`config.mk`:
```
export PLATFORM = sky130hd
export DESIGN_NAME = vcpac_top
export DESIGN_NICKNAME = d
export VERILOG_FILES = /design/src/rtl/vcpac_pkg.sv /design/src/rtl/vcpac_tbl_if.sv /design/src/rtl/vcpac_table.sv /design/src/rtl/vcpac_arbiter.sv /design/src/rtl/vcpac_top.sv
export SDC_FILE = /design/constraint.sdc
export NUM_CORES = 1
export LEC_CHECK = 0
export BUFFER_PORTS_ARGS = -buffer_cell sky130_fd_sc_hd__buf_2
export CELL_PAD_IN_SITES_DETAIL_PLACEMENT = 0
export CELL_PAD_IN_SITES_GLOBAL_PLACEMENT = 1
export CORE_UTILIZATION = 47
export CTS_CLUSTER_DIAMETER = 60
export CTS_CLUSTER_SIZE = 40
export DETAILED_ROUTE_END_ITERATION = 7
export PLACE_DENSITY = 0.81
export SYNTH_ARGS = -nofsm -noshare
export SYNTH_HDL_FRONTEND = slang
export SYNTH_SLANG_ARGS = --single-unit
```
`constraint.sdc`:
```
create_clock -name CLK_SYS_IN -period 8.55 [get_ports CLK_SYS_IN]
set_input_delay 0 -clock CLK_SYS_IN [delete_from_list [all_inputs] [get_ports CLK_SYS_IN]]
set_output_delay 0 -clock CLK_SYS_IN [all_outputs]
set_load 0.01 [all_outputs]
```
`src/rtl/vcpac_pkg.sv`:
```
// Shared constants and types for the channel 0 arbitration control and status block.
package vcpac_pkg;

  // Register bus geometry.
  localparam int          ADDR_W        = 12;
  localparam int          DATA_W        = 32;

  // Register byte offsets.
  localparam logic [11:0] CAP_OFF       = 12'h0210;
  localparam logic [11:0] CTL_OFF       = 12'h0214;
  localparam logic [11:0] STS_OFF       = 12'h0218;
  localparam logic [11:0] TBL_OFF       = 12'h0220;
  localparam logic [11:0] TBL_MASK      = 12'h0FF3;
  localparam int          TBL_IDX_LSB   = 2;
  localparam int          TBL_IDX_W     = 2;
  localparam int          TBL_WORDS     = 4;

  // Field positions.
  localparam int          CAP_TBLOFF_LSB = 24;
  localparam int          CTL_LOAD_BIT  = 16;
  localparam int          CTL_SEL_LSB   = 17;
  localparam int          SEL_W         = 3;
  localparam int          CTL_ID_LSB    = 24;
  localparam int          CTL_EN_BIT    = 31;
  localparam int          STS_PEND_BIT  = 16;
  localparam int          STS_NEG_BIT   = 17;

  // Fixed field values.
  localparam logic [7:0]  CAP_UP        = 8'h03;
  localparam logic [7:0]  CAP_DN        = 8'h01;
  localparam logic [7:0]  TBLOFF_UP     = 8'h02;
  localparam logic [7:0]  TBLOFF_DN     = 8'h00;
  localparam logic [2:0]  CHANNEL_ID    = 3'h0;
  localparam logic        CHANNEL_EN    = 1'b1;
  localparam logic [2:0]  SEL_RESET     = 3'h0;

  // Arbitration schemes, numbered by their capability bit.
  localparam logic [2:0]  SCHEME_FIXED_RR = 3'h0;
  localparam logic [2:0]  SCHEME_WRR32    = 3'h1;

  // Arbitration table layout and port validity.
  localparam int          PHASES        = 32;
  localparam int          PHASE_W       = 5;
  localparam int          PORT_W        = 4;
  localparam int          TBL_W         = PHASES * PORT_W;
  localparam logic [15:0] VALID_PORTS   = 16'h0015;
  localparam logic [TBL_W-1:0] TBL_RESET =
    128'h4321_7654_3217_6543_2176_5432_1765_4321;

  // Cycles the table load spends before committing.
  localparam logic [2:0]  LOAD_CYCLES   = 3'h4;

  typedef enum logic [1:0] {
    LD_IDLE = 2'b01,
    LD_BUSY = 2'b10
  } vcpac_load_t;

endpackage

```
`src/rtl/vcpac_tbl_if.sv`:
```
// Signals between the register file, the table store and the arbiter.
`timescale 1ns/1ns
interface vcpac_tbl_if;
  import vcpac_pkg::*;

  logic                 tbl_wr;
  logic [TBL_IDX_W-1:0] tbl_idx;
  logic [DATA_W-1:0]    tbl_wdata;
  logic                 load_req;
  logic                 pending;
  logic                 loading;
  logic [TBL_W-1:0]     shadow;
  logic [TBL_W-1:0]     live;
  logic [SEL_W-1:0]     scheme;

  modport regs  (output tbl_wr, tbl_idx, tbl_wdata, load_req, scheme,
                 input  pending, loading, shadow);
  modport store (input  tbl_wr, tbl_idx, tbl_wdata, load_req,
                 output pending, loading, shadow, live);
  modport arb   (input  live, scheme);
endinterface

```
`src/rtl/vcpac_table.sv`:
```
// Arbitration table store: software copy, live copy and the load sequence.
`timescale 1ns/1ns
module vcpac_table
  import vcpac_pkg::*;
(
  // Clock and reset.
  input  wire logic  clk,
  input  wire logic  rst_n,
  // Table traffic.
  vcpac_tbl_if.store tb
);

  vcpac_load_t      state_q;
  vcpac_load_t      state_d;
  logic [2:0]       cnt_q;
  logic [TBL_W-1:0] shadow_q;
  logic [TBL_W-1:0] live_q;
  logic             pend_q;
  wire              finish = (state_q == LD_BUSY) && (cnt_q == LOAD_CYCLES - 3'h1);

  // Software copy, one word per register.
  for (genvar w = 0; w < TBL_WORDS; w++) begin : g_word
    always_ff @(posedge clk or negedge rst_n) begin
      if (!rst_n) begin
        shadow_q[w*DATA_W +: DATA_W] <= TBL_RESET[w*DATA_W +: DATA_W];
      end else if (tb.tbl_wr && tb.tbl_idx == TBL_IDX_W'(w)) begin
        shadow_q[w*DATA_W +: DATA_W] <= tb.tbl_wdata;
      end
    end
  end

  always_comb begin
    state_d = state_q;
    unique case (state_q)
      LD_IDLE: if (tb.load_req) state_d = LD_BUSY;
      LD_BUSY: if (finish) state_d = LD_IDLE;
    endcase
  end

  always_ff @(posedge clk or negedge rst_n) begin
    if (!rst_n) begin
      state_q <= LD_IDLE;
      cnt_q   <= 3'h0;
      live_q  <= TBL_RESET;
      pend_q  <= 1'b0;
    end else begin
      state_q <= state_d;
      cnt_q   <= (state_q == LD_BUSY) ? cnt_q + 3'h1 : 3'h0;
      if (finish) live_q <= shadow_q;
      if (tb.tbl_wr) pend_q <= 1'b1;
      else if (finish) pend_q <= 1'b0;
    end
  end

  assign tb.shadow  = shadow_q;
  assign tb.live    = live_q;
  assign tb.pending = pend_q;
  assign tb.loading = (state_q == LD_BUSY);
endmodule

```
`src/rtl/vcpac_arbiter.sv`:
```
// Port arbiter driven by the live table or by fixed round robin.
`timescale 1ns/1ns
module vcpac_arbiter
  import vcpac_pkg::*;
(
  // Clock and reset.
  input  wire logic              clk,
  input  wire logic              rst_n,
  // Table and scheme.
  vcpac_tbl_if.arb               ta,
  // Grant side.
  input  wire logic              step_in,
  output logic       [PORT_W-1:0] port_out,
  output logic                   valid_out
);

  logic [PHASE_W-1:0] phase_q;
  logic [PORT_W-1:0]  port_q;
  logic               valid_q;
  logic [PORT_W-1:0]  ent_port [PHASES];
  logic [PHASES-1:0]  ent_ok;
  logic [PHASE_W-1:0] nxt_phase;
  logic               phase_found;
  logic [PORT_W-1:0]  nxt_id;
  logic [PHASE_W-1:0] pi;
  logic [PORT_W-1:0]  ii;

  for (genvar i = 0; i < PHASES; i++) begin : g_ent
    assign ent_port[i] = ta.live[i*PORT_W +: PORT_W];
    assign ent_ok[i]   = VALID_PORTS[ent_port[i]];
  end

  // Next usable phase; invalid ports are passed over in the same cycle.
  always_comb begin
    nxt_phase   = phase_q;
    phase_found = 1'b0;
    pi          = phase_q;
    for (int k = 1; k <= PHASES; k++) begin
      pi = phase_q + PHASE_W'(k);
      if (!phase_found && ent_ok[pi]) begin
        nxt_phase   = pi;
        phase_found = 1'b1;
      end
    end
  end

  // Next valid port for fixed round robin.
  always_comb begin
    nxt_id = port_q;
    ii     = port_q;
    for (int k = 16; k >= 1; k--) begin
      ii = port_q + PORT_W'(k);
      if (VALID_PORTS[ii]) nxt_id = ii;
    end
  end

  wire use_tbl = (ta.scheme == SCHEME_WRR32);

  always_ff @(posedge clk or negedge rst_n) begin
    if (!rst_n) begin
      phase_q <= '0;
      port_q  <= '0;
      valid_q <= 1'b0;
    end else if (step_in) begin
      phase_q <= use_tbl ? nxt_phase : phase_q;
      port_q  <= use_tbl ? ent_port[nxt_phase] : nxt_id;
      valid_q <= use_tbl ? phase_found : 1'b1;
    end
  end

  assign port_out  = port_q;
  assign valid_out = valid_q;
endmodule

```
`src/rtl/vcpac_top.sv`:
```
// Channel 0 arbitration control and status registers with table load and arbiter.
// Overview of operation
// - Writing one to the load bit copies the software table into the arbiter.
// - Writing zero to the load bit does nothing.
// - Only the upstream instance acts on the load command.
// - Load acts only when the selected scheme uses the table.
// - Channel identifier is read-only zero.
// - Channel enable is read-only one.
// - Any table write sets the table-pending bit.
// - Table-pending clears once the load has finished.
// - Downstream instances read table-pending as zero.
// - Table-pending means something only under a table-based scheme.
// - Negotiation-pending tracks flow control init, clears on leaving FC_INIT2.
// - Negotiation-pending matters only with link active and channel enabled; the read is gated by channel enable only, DL_ACTIVE_IN is unused.
// - Capability bit 0 fixed round robin, bit 1 weighted; downstream only bit 0.
// - Table entries naming an invalid port are skipped without delay.
`timescale 1ns/1ns
module vcpac_top
  import vcpac_pkg::*;
#(
  parameter bit IS_UPSTREAM = 1'b1
)(
  // Clock and reset.
  input  wire logic              CLK_SYS_IN,
  input  wire logic              NRST_IN,
  // Register port.
  input  wire logic [ADDR_W-1:0] ADDR_IN,
  input  wire logic [DATA_W-1:0] WDATA_IN,
  input  wire logic              WR_IN,
  input  wire logic              RD_IN,
  output logic      [DATA_W-1:0] RDATA_OUT,
  // Link status.
  input  wire logic              DL_ACTIVE_IN,
  input  wire logic              FC_INIT2_IN,
  // Arbiter grant.
  input  wire logic              ARB_STEP_IN,
  output logic      [PORT_W-1:0] ARB_PORT_OUT,
  output logic                   ARB_VALID_OUT
);

  logic [1:0]        rst_sync_q;
  logic              rst_n;
  logic [SEL_W-1:0]  sel_q;
  logic [DATA_W-1:0] rdata_q;
  logic [DATA_W-1:0] rd_word;
  logic              neg_q;
  logic              fc_prev_q;

  vcpac_tbl_if tif ();

  // Reset is asserted at once and released through two flops.
  always_ff @(posedge CLK_SYS_IN or negedge NRST_IN) begin
    if (!NRST_IN) begin
      rst_sync_q <= 2'b00;
    end else begin
      rst_sync_q <= {rst_sync_q[0], 1'b1};
    end
  end
  assign rst_n = rst_sync_q[1];

  // Address decode.
  wire hit_cap = (ADDR_IN == CAP_OFF);
  wire hit_ctl = (ADDR_IN == CTL_OFF);
  wire hit_sts = (ADDR_IN == STS_OFF);
  wire hit_tbl = ((ADDR_IN & TBL_MASK) == TBL_OFF);
  wire up      = IS_UPSTREAM;

  // Load command qualification.
  wire load_bit   = WR_IN && hit_ctl && WDATA_IN[CTL_LOAD_BIT];
  wire uses_table = (sel_q == SCHEME_WRR32);
  wire load_ok    = load_bit && up && uses_table;

  assign tif.load_req  = load_ok;
  assign tif.tbl_wr    = WR_IN && hit_tbl && up;
  assign tif.tbl_idx   = ADDR_IN[TBL_IDX_LSB +: TBL_IDX_W];
  assign tif.tbl_wdata = WDATA_IN;
  assign tif.scheme    = sel_q;

  // Scheme select is stored as written; software keeps it legal.
  always_ff @(posedge CLK_SYS_IN or negedge rst_n) begin
    if (!rst_n) begin
      sel_q <= SEL_RESET;
    end else if (WR_IN && hit_ctl) begin
      sel_q <= WDATA_IN[CTL_SEL_LSB +: SEL_W];
    end
  end

  // Negotiation pending follows the FC_INIT2 state.
  wire fc_enter = FC_INIT2_IN && !fc_prev_q;
  wire fc_leave = !FC_INIT2_IN && fc_prev_q;

  always_ff @(posedge CLK_SYS_IN or negedge rst_n) begin
    if (!rst_n) begin
      fc_prev_q <= 1'b0;
      neg_q     <= 1'b0;
    end else begin
      fc_prev_q <= FC_INIT2_IN;
      if (fc_enter) neg_q <= 1'b1;
      else if (fc_leave) neg_q <= 1'b0;
    end
  end

  // Read words.
  wire [7:0]        cap_bits = up ? CAP_UP : CAP_DN;
  wire [7:0]        tbl_off  = up ? TBLOFF_UP : TBLOFF_DN;
  wire [DATA_W-1:0] cap_word = (DATA_W'(tbl_off) << CAP_TBLOFF_LSB) | DATA_W'(cap_bits);
  wire [DATA_W-1:0] ctl_word = (DATA_W'(CHANNEL_EN) << CTL_EN_BIT)
                             | (DATA_W'(CHANNEL_ID) << CTL_ID_LSB)
                             | (DATA_W'(sel_q) << CTL_SEL_LSB);
  wire              pend_rd  = up && tif.pending;
  wire              neg_rd   = neg_q && CHANNEL_EN;
  wire [DATA_W-1:0] sts_word = (DATA_W'(pend_rd) << STS_PEND_BIT)
                             | (DATA_W'(neg_rd) << STS_NEG_BIT);
  wire [DATA_W-1:0] tbl_word = up ? tif.shadow[tif.tbl_idx*DATA_W +: DATA_W] : '0;

  always_comb begin
    rd_word = '0;
    if (hit_cap) rd_word = cap_word;
    if (hit_ctl) rd_word = ctl_word;
    if (hit_sts) rd_word = sts_word;
    if (hit_tbl) rd_word = tbl_word;
  end

  // Read data stands only in the cycle after the strobe.
  always_ff @(posedge CLK_SYS_IN or negedge rst_n) begin
    if (!rst_n) begin
      rdata_q <= '0;
    end else begin
      rdata_q <= RD_IN ? rd_word : '0;
    end
  end
  assign RDATA_OUT = rdata_q;

  vcpac_table u_table (
    .clk   (CLK_SYS_IN),
    .rst_n (rst_n),
    .tb    (tif.store)
  );

  vcpac_arbiter u_arb (
    .clk       (CLK_SYS_IN),
    .rst_n     (rst_n),
    .ta        (tif.arb),
    .step_in   (ARB_STEP_IN),
    .port_out  (ARB_PORT_OUT),
    .valid_out (ARB_VALID_OUT)
  );
endmodule

```
# Word-level counts from Yosys, hierarchy flattened
# Memory sizes are Yosys's and may differ from the RTL's.
# Cells that the tools add are included.
# op_classes
add_sub_neg	47
order_cmp	80
eq_ne	13
n_shift	1
mux	208
bitwise	2
reduce_logical	82
# ops
cell	count
$lt 4x5->1 const B	47
$lt 5x6->1 const B	32
$bmux 1 s5	32
$mux 5	32
$mux 32	4
$shiftx 128x8->32	1
$mux 1	116
$add 5x5->5 const B	16
$mux 4	18
$logic_and 1x1->1	42
$add 5x4->5 const B	8
$eq 12x10->1 const B	3
$logic_not 1->1	33
$add 4x4->4 const B	8
$mux 26	1
$add 5x3->5 const B	4
$bmux 4 s5	1
$or 17x18->18	1
$add 4x3->4 const B	4
$reduce_bool 16->1	1
$add 5x2->5 const B	2
$eq 10x8->1 const B	1
$add 4x2->4 const B	2
$eq 2x2->1 const B	3
16 further kinds	21
# word_totals
regBits	311
mem_bits_ro	752
input_bits	51
out_inout_bits	37
word_cells	496
mem_count	47
# mem_list
name	depth	word_bits	read_ports	rd_ports_with_merged_regs	write_ports	line_no	text
(no name shown)	16	1	1	0	0	vcpac_arbiter.sv:30	assign ent_ok[i] = VALID_PORTS[ent_port[i]];
(no name shown)	16	1	1	0	0	vcpac_arbiter.sv:30	
(no name shown)	16	1	1	0	0	vcpac_arbiter.sv:30	
(no name shown)	16	1	1	0	0	vcpac_arbiter.sv:30	
(no name shown)	16	1	1	0	0	vcpac_arbiter.sv:30	
(no name shown)	16	1	1	0	0	vcpac_arbiter.sv:30	
41 more memories	-	-	-	-	-	-	

# Depth between registers and ports, before layout
# logic_depth
word_depth	103
depth_mapped	26
depth_no_buf	18

# Cells and area by module
# From an unflattened synthesis, not the netlist that was laid out.
# unflattened
hier_cells	1764
hier_area_um2	20549.7
# modules_own_cells
mod	instances	cells_each	area_each_um2	seq_area_each_um2
vcpac_table	1	561	9882.0	6690.2
vcpac_arbiter	1	1056	8418.1	250.2
vcpac_top	1	147	2249.7	975.9

# Least setup slack after synthesis
# Ideal clock, no wire load.
# synth_timing
path_type	register to register
from	reg u_arb.phase_q[1]
to	reg u_arb.port_q[3], in the netlist u_arb.port_out[3]
setup_time_ps	124
arrival_time_ps	5932
t_required_ps	8426
path_slack_ps	2494
path_stages_with_launch	26
path_buffers	8
period_less_slack_ps	6056
cell_sequence	dfrtp_1 inv_2 buf_4 clkbuf_1 ha_1 buf_4 clkbuf_1 mux4_2 mux4_2 mux2i_1 buf_4 nor2_1 a21oi_1 o21ai_0 nand4b_1 a2111oi_1 nand3_1 xnor2_1 buf_4 buf_6 buf_6 mux2i_1 mux2i_1 a22oi_1 a21oi_1 a211o_1
# synth_between
elab_chain_cells	102
word_cells_on_any_way	225
classes_between	31 x add/sub; 131 x mux; 1 x bitwise; 62 x reduce/logical
# synth_rtl
element	line_no	text
from (decl)	vcpac_arbiter.sv:17	logic [PHASE_W-1:0] phase_q;
from (signal assigned)	vcpac_arbiter.sv:65	phase_q <= use_tbl ? nxt_phase : phase_q;
$add 5x1->5	vcpac_arbiter.sv:39	pi = phase_q + PHASE_W'(k);
$bmux 1 s5	vcpac_arbiter.sv:40	if (!phase_found && ent_ok[pi]) begin
$mux 1 (implied by the code)	vcpac_arbiter.sv:40	
$mux 1	vcpac_arbiter.sv:40	
$logic_not 1->1	vcpac_arbiter.sv:40	
$logic_and 1x1->1	vcpac_arbiter.sv:40	
$mux 1	vcpac_arbiter.sv:40	
$logic_not 1->1	vcpac_arbiter.sv:40	
[85 not listed]	-	
$mux 1	vcpac_arbiter.sv:40	
$logic_not 1->1	vcpac_arbiter.sv:40	
$logic_and 1x1->1	vcpac_arbiter.sv:40	
$mux 5 (*)	vcpac_arbiter.sv:40	
$not 5->6 (implied by the code) (*)	vcpac_arbiter.sv:66	port_q <= use_tbl ? ent_port[nxt_phase] : nxt_id;
$bmux 4 s5 (*)	vcpac_arbiter.sv:66	
$mux 4 (implied by the code) (*) (2 in series)	vcpac_arbiter.sv:66	
$mux 4 (*)	vcpac_arbiter.sv:66	
to (signal assigned)	vcpac_arbiter.sv:66	
to (decl)	vcpac_arbiter.sv:18	logic [PORT_W-1:0] port_q;
# Every way passes the cells marked *; elsewhere a longest branch is shown, timed or not. The select of a mux whose other input is x is not followed.
# A chain may end at the register's enable or synchronous reset.

# Worst setup path after layout
# layout_timing
from	reg u_arb.phase_q[0]
to	reg u_arb.port_q[1], in the netlist u_arb.port_out[1]
# Same word-level chain as after synthesis.

==> impl_metrics.csv <==
group,metric,value,unit
run_status,outcome,"completed",
timing,period_needed,6.75,ns
synthesis,synth_warnings,0,
synthesis,synth_flop_cell,"dfrtp_1",
synthesis,edff_count_synth,0,
placed_design,gpl_congestion,1.02,
timing,final-setup-viol-count,0,
detailed_routing,num_vias,16100,
pwr,ir_worst_vdd,0.243,mV
synthesis,synth_largest_area_cell,"dfrtp_1",
detailed_routing,route.detailed.vias_per_inst,6.47,
worst_setup_path,r2r-start,"u_arb.phase_q[0]",
timing,worstMarginPinSlew,1.17,ns
clock_tree,cts.clk_slew.worst_paths,0.09,ns
worst_hold_path,holdCritPathClass,"in2reg",
placed_design,dpl.hpwl,47800,microns
timing,totalNegativeSetupSlack,0,ns
worst_setup_path,critical_path_peak_fanout,26,
pwr,leakage,0.0100,uW
synthesis,avgSynthCellArea,11.8,sq um
worst_setup_path,worst_setup_path_category,"reg2reg",
synthesis,cells_after_synthesis,1749,
synthesis,post_synth_fa_ha_maj_area_fraction,0.0151,
detailed_routing,routed_wl,64800,microns
timing,timing_hold_violations_final,0,
detailed_routing,detailedRoute.firstPassIterationCount,5,
worst_setup_path,timing.critical_path.to_type,"register",
synthesis,netlist_top_cells_area,"dfrtp_1 25%, mux2_2 15%, dfstp_2 14%, mux4_2 13%, mux2i_1 4.6%",
worst_setup_path,worstPathArrival,7.18,ns
detailed_routing,antenna_violating_nets_post_route,0,
worst_setup_path,critical_path.reg2reg.endpoint,"u_arb.port_out[1]",
global_routing,grt_pass1_wl,99800,microns
timing,fmaxAchievable,0.148,GHz
die,fp.coreArea,43200,sq um
die,design.die.area,44600,sq um
worst_setup_path,r2r_depth,22,
clock_tree,clock_tree_from_tritoncts,"done",
pwr,power.density,170,nW/um^2
synthesis,synth-compound-area-share,0.131,
clock_tree,clkSinkCount,311,
clock_tree,insertion_delay,0.57,ns
placed_design,numPortBuffers,86,
global_routing,first_global_vias,16000,
die,width_of_the_die,211,microns
detailed_routing,detail_route.iter0.violations,1623,
die,floorplan.initialDensity,0.477,
finish,antenna_cells,0,
synthesis,synth.area.mux_share,0.329,
finish,final_non_filler_cell_total,2492,
timing,fin_worst_skew,0.0287,ns
synthesis,synth_xor_xnor_area_share,0.0191,
synthesis,synth_simple_gate_area_share,0.0914,
finish,final_net_count,1965,
global_routing,number_of_antenna_violations_at_the_first_check_in_global_routing,0,
synthesis,synth.lib_cells_used.distinct,99,
die,floorplan.io_pins,88,
finish,area_growth_syn_to_layout,13.5,%
global_routing,gr-usage-all-layers,0.298,
worst_setup_path,regToRegSetupSlack,1.80,ns
worst_hold_path,hp-start,"FC_INIT2_IN",
die,rows,76,
global_routing,grt_remaining_overflow,0,
placed_design,placed_cells,2402,
clock_tree,clock_tree.htree_level_count,1,
synthesis,combinational_family_with_the_most_area_after_synthesis,"multiplexers",
flow_run,cap_viol_max_count,0,
synthesis,post-synth-top-count-cell,"mux2_2",
clock_tree,clock_buffers_created_by_tritoncts,23,
timing,finalCritPeriodShare,0.790,
timing,max_slew_margin,0.223,
synthesis,asyncSetResetFlopFracSynth,1.00,
synthesis,syn-cell-area,20600,sq um
global_routing,maximum_number_of_pins_on_one_net_before_global_route_repair,194,
detailed_routing,routed_wire_length_per_instance,26.0,microns
detailed_routing,drcViolationCount,0,
die,die_height,211,microns
synthesis,synth_top_cell_area_share,0.248,
clock_tree,cts_buffer_depth,3,
worst_setup_path,critPathLaunchType,"register",
finish,drive_gt1_frac,0.397,
clock_tree,post_cts.resized_instances,0,
worst_hold_path,min_delay_worst_endpoint,"fc_prev_q",
clock_tree,clock_tree.root_cell,"clkbuf_16",
synthesis,postSynthRegisterBits,311,
synthesis,synth_cell_count_leaders,"276 x mux2_2, 204 x dfrtp_1, 118 x mux4_2",
synthesis,postSynthNetCount,1824,
timing,slew_violations,0,
timing,unrepaired_setup_endpoints_after_global_routing,"no",
synthesis,fraction_of_the_yosys_area_taken_by_sequential_cells,0.385,
timing,whs,0.118,ns
worst_hold_path,hold_depth,2,
clock_tree,post_cts_setup_repair_bufs,0,
worst_setup_path,critPathRequiredTime,8.97,ns
## critical path: stages, from the launching register on
cell and delay (ns):
dfrtp_1 0.36, clkinv_1 0.09, ha_1 0.99, nand2b_1 0.40, o22ai_1 0.20, or2_2 0.33
mux4_2 0.53, mux2_2 0.39, nor4_4 0.35, and4_1 0.37, buf_4 0.20, and4bb_2 0.33
nand2_2 0.12, nand3_1 0.10, buf_4 0.17, xnor2_2 0.18, buf_12 0.25, buf_4 0.18
mux2i_1 0.30, mux2i_1 0.14, a22o_1 0.21, nor3_1 0.26, nor3_1 0.14
## layout make-up
class,instances,area (sq um)
tap,585,732
sequential,311,7920
clock inverter,19,317
clock buffer,23,576
inverter,29,109
multi-input combinational,1304,12100
fill,3789,19800
timing repair buffer,221,1610
## stage by stage
stage	utilization	area, sq um	total power, uW	setup slack, ns
2_1_floorplan	-	20600	2460	2.49
4_1_cts	0.541	23400	3990	1.90
5_1_grt	0.541	23400	4180	1.39
3_5_place_dp	0.510	22000	2750	1.94
3_3_place_gp	0.510	22000	2730	1.99
6_report	0.541	23400	3980	1.80
## routing by layer
metal | up-vias | track usage | share of wire
met5 | - | 0 | 0
met4 | 0 | 0.0922 | 0.030
met3 | 114 | 0.0504 | 0.068
met2 | 608 | 0.470 | 0.47
met1 | 8296 | 0.419 | 0.43
li1 | 7094 | - | -
## timing repair
action,in CTS,in global routing
hold endpoints to repair,157,0
endpoints found under the setup margin,0,0
hold buffers,48,0
## power breakdown
part	internal [uW]	total [uW]	switching (uW)
clock network	568	1230	657
registers	1510	1580	66.8
logic	487	1170	685
## worst max-delay path by stage
| stage | start | slack [ns] | to | depth (start not counted) |
|---|---|---|---|---|
| after floorplan | u_arb.phase_q[1] | 2.49 | u_arb.port_out[3] | 25 |
| after CTS | u_arb.phase_q[0] | 1.90 | u_arb.port_out[1] | 20 |
| after global routing | u_arb.phase_q[0] | 1.39 | u_arb.port_out[1] | 21 |
| after global placement | u_arb.phase_q[0] | 1.99 | u_arb.port_out[1] | 20 |
| final | u_arb.phase_q[0] | 1.80 | u_arb.port_out[1] | 22 |
| after detailed placement | u_arb.phase_q[0] | 1.94 | u_arb.port_out[1] | 20 |
## registers in the layout, summed over array words and instances, names as in the netlist
name	cells
RDATA_OUT	32
fc_prev_q	1
neg_q	1
rst_sync_q	2
sel_q	3
u_arb.phase_q	5
u_arb.port_out	4
u_arb.valid_out	1
u_table.cnt_q	3
u_table.state_q	2
u_table.tb.live	128
u_table.tb.pending	1
u_table.tb.shadow	128
## layout by cell type (no fill, tap or decap), types with 7 or more instances in the layout
cell	instances
nand2_1	88
a41oi_1	7
dfrtp_1	203
and3_1	32
nand2b_1	15
nor2_1	87
xnor2_1	31
mux4_2	118
a211oi_1	43
inv_1	21
o21ai_0	48
mux2i_1	95
buf_2	86
dfstp_2	107
nor3_1	22
a21oi_1	68
ha_1	24
or2_2	9
clkbuf_16	23
a22oi_1	17
a211o_1	36
nor2b_1	13
o221ai_1	8
buf_4	83
xor2_1	11
o211ai_1	21
o22ai_1	33
and2_1	14
dlygate4sd3_1	48
a22o_1	8
mux2_2	276
nand3_1	24
a31oi_1	12
## cells by family (layout without fill, tap and decap cells)
logic type      Yosys count  in the layout
fa+ha+maj                25             25
xor+xnor                 44             44
other cells               1              1
buf+inv                 134            292
simple gates            360            360
mux                     493            493
flops                   311            311
compound gates          381            381
No activity file was read; power rests on OpenSTA's default activity.
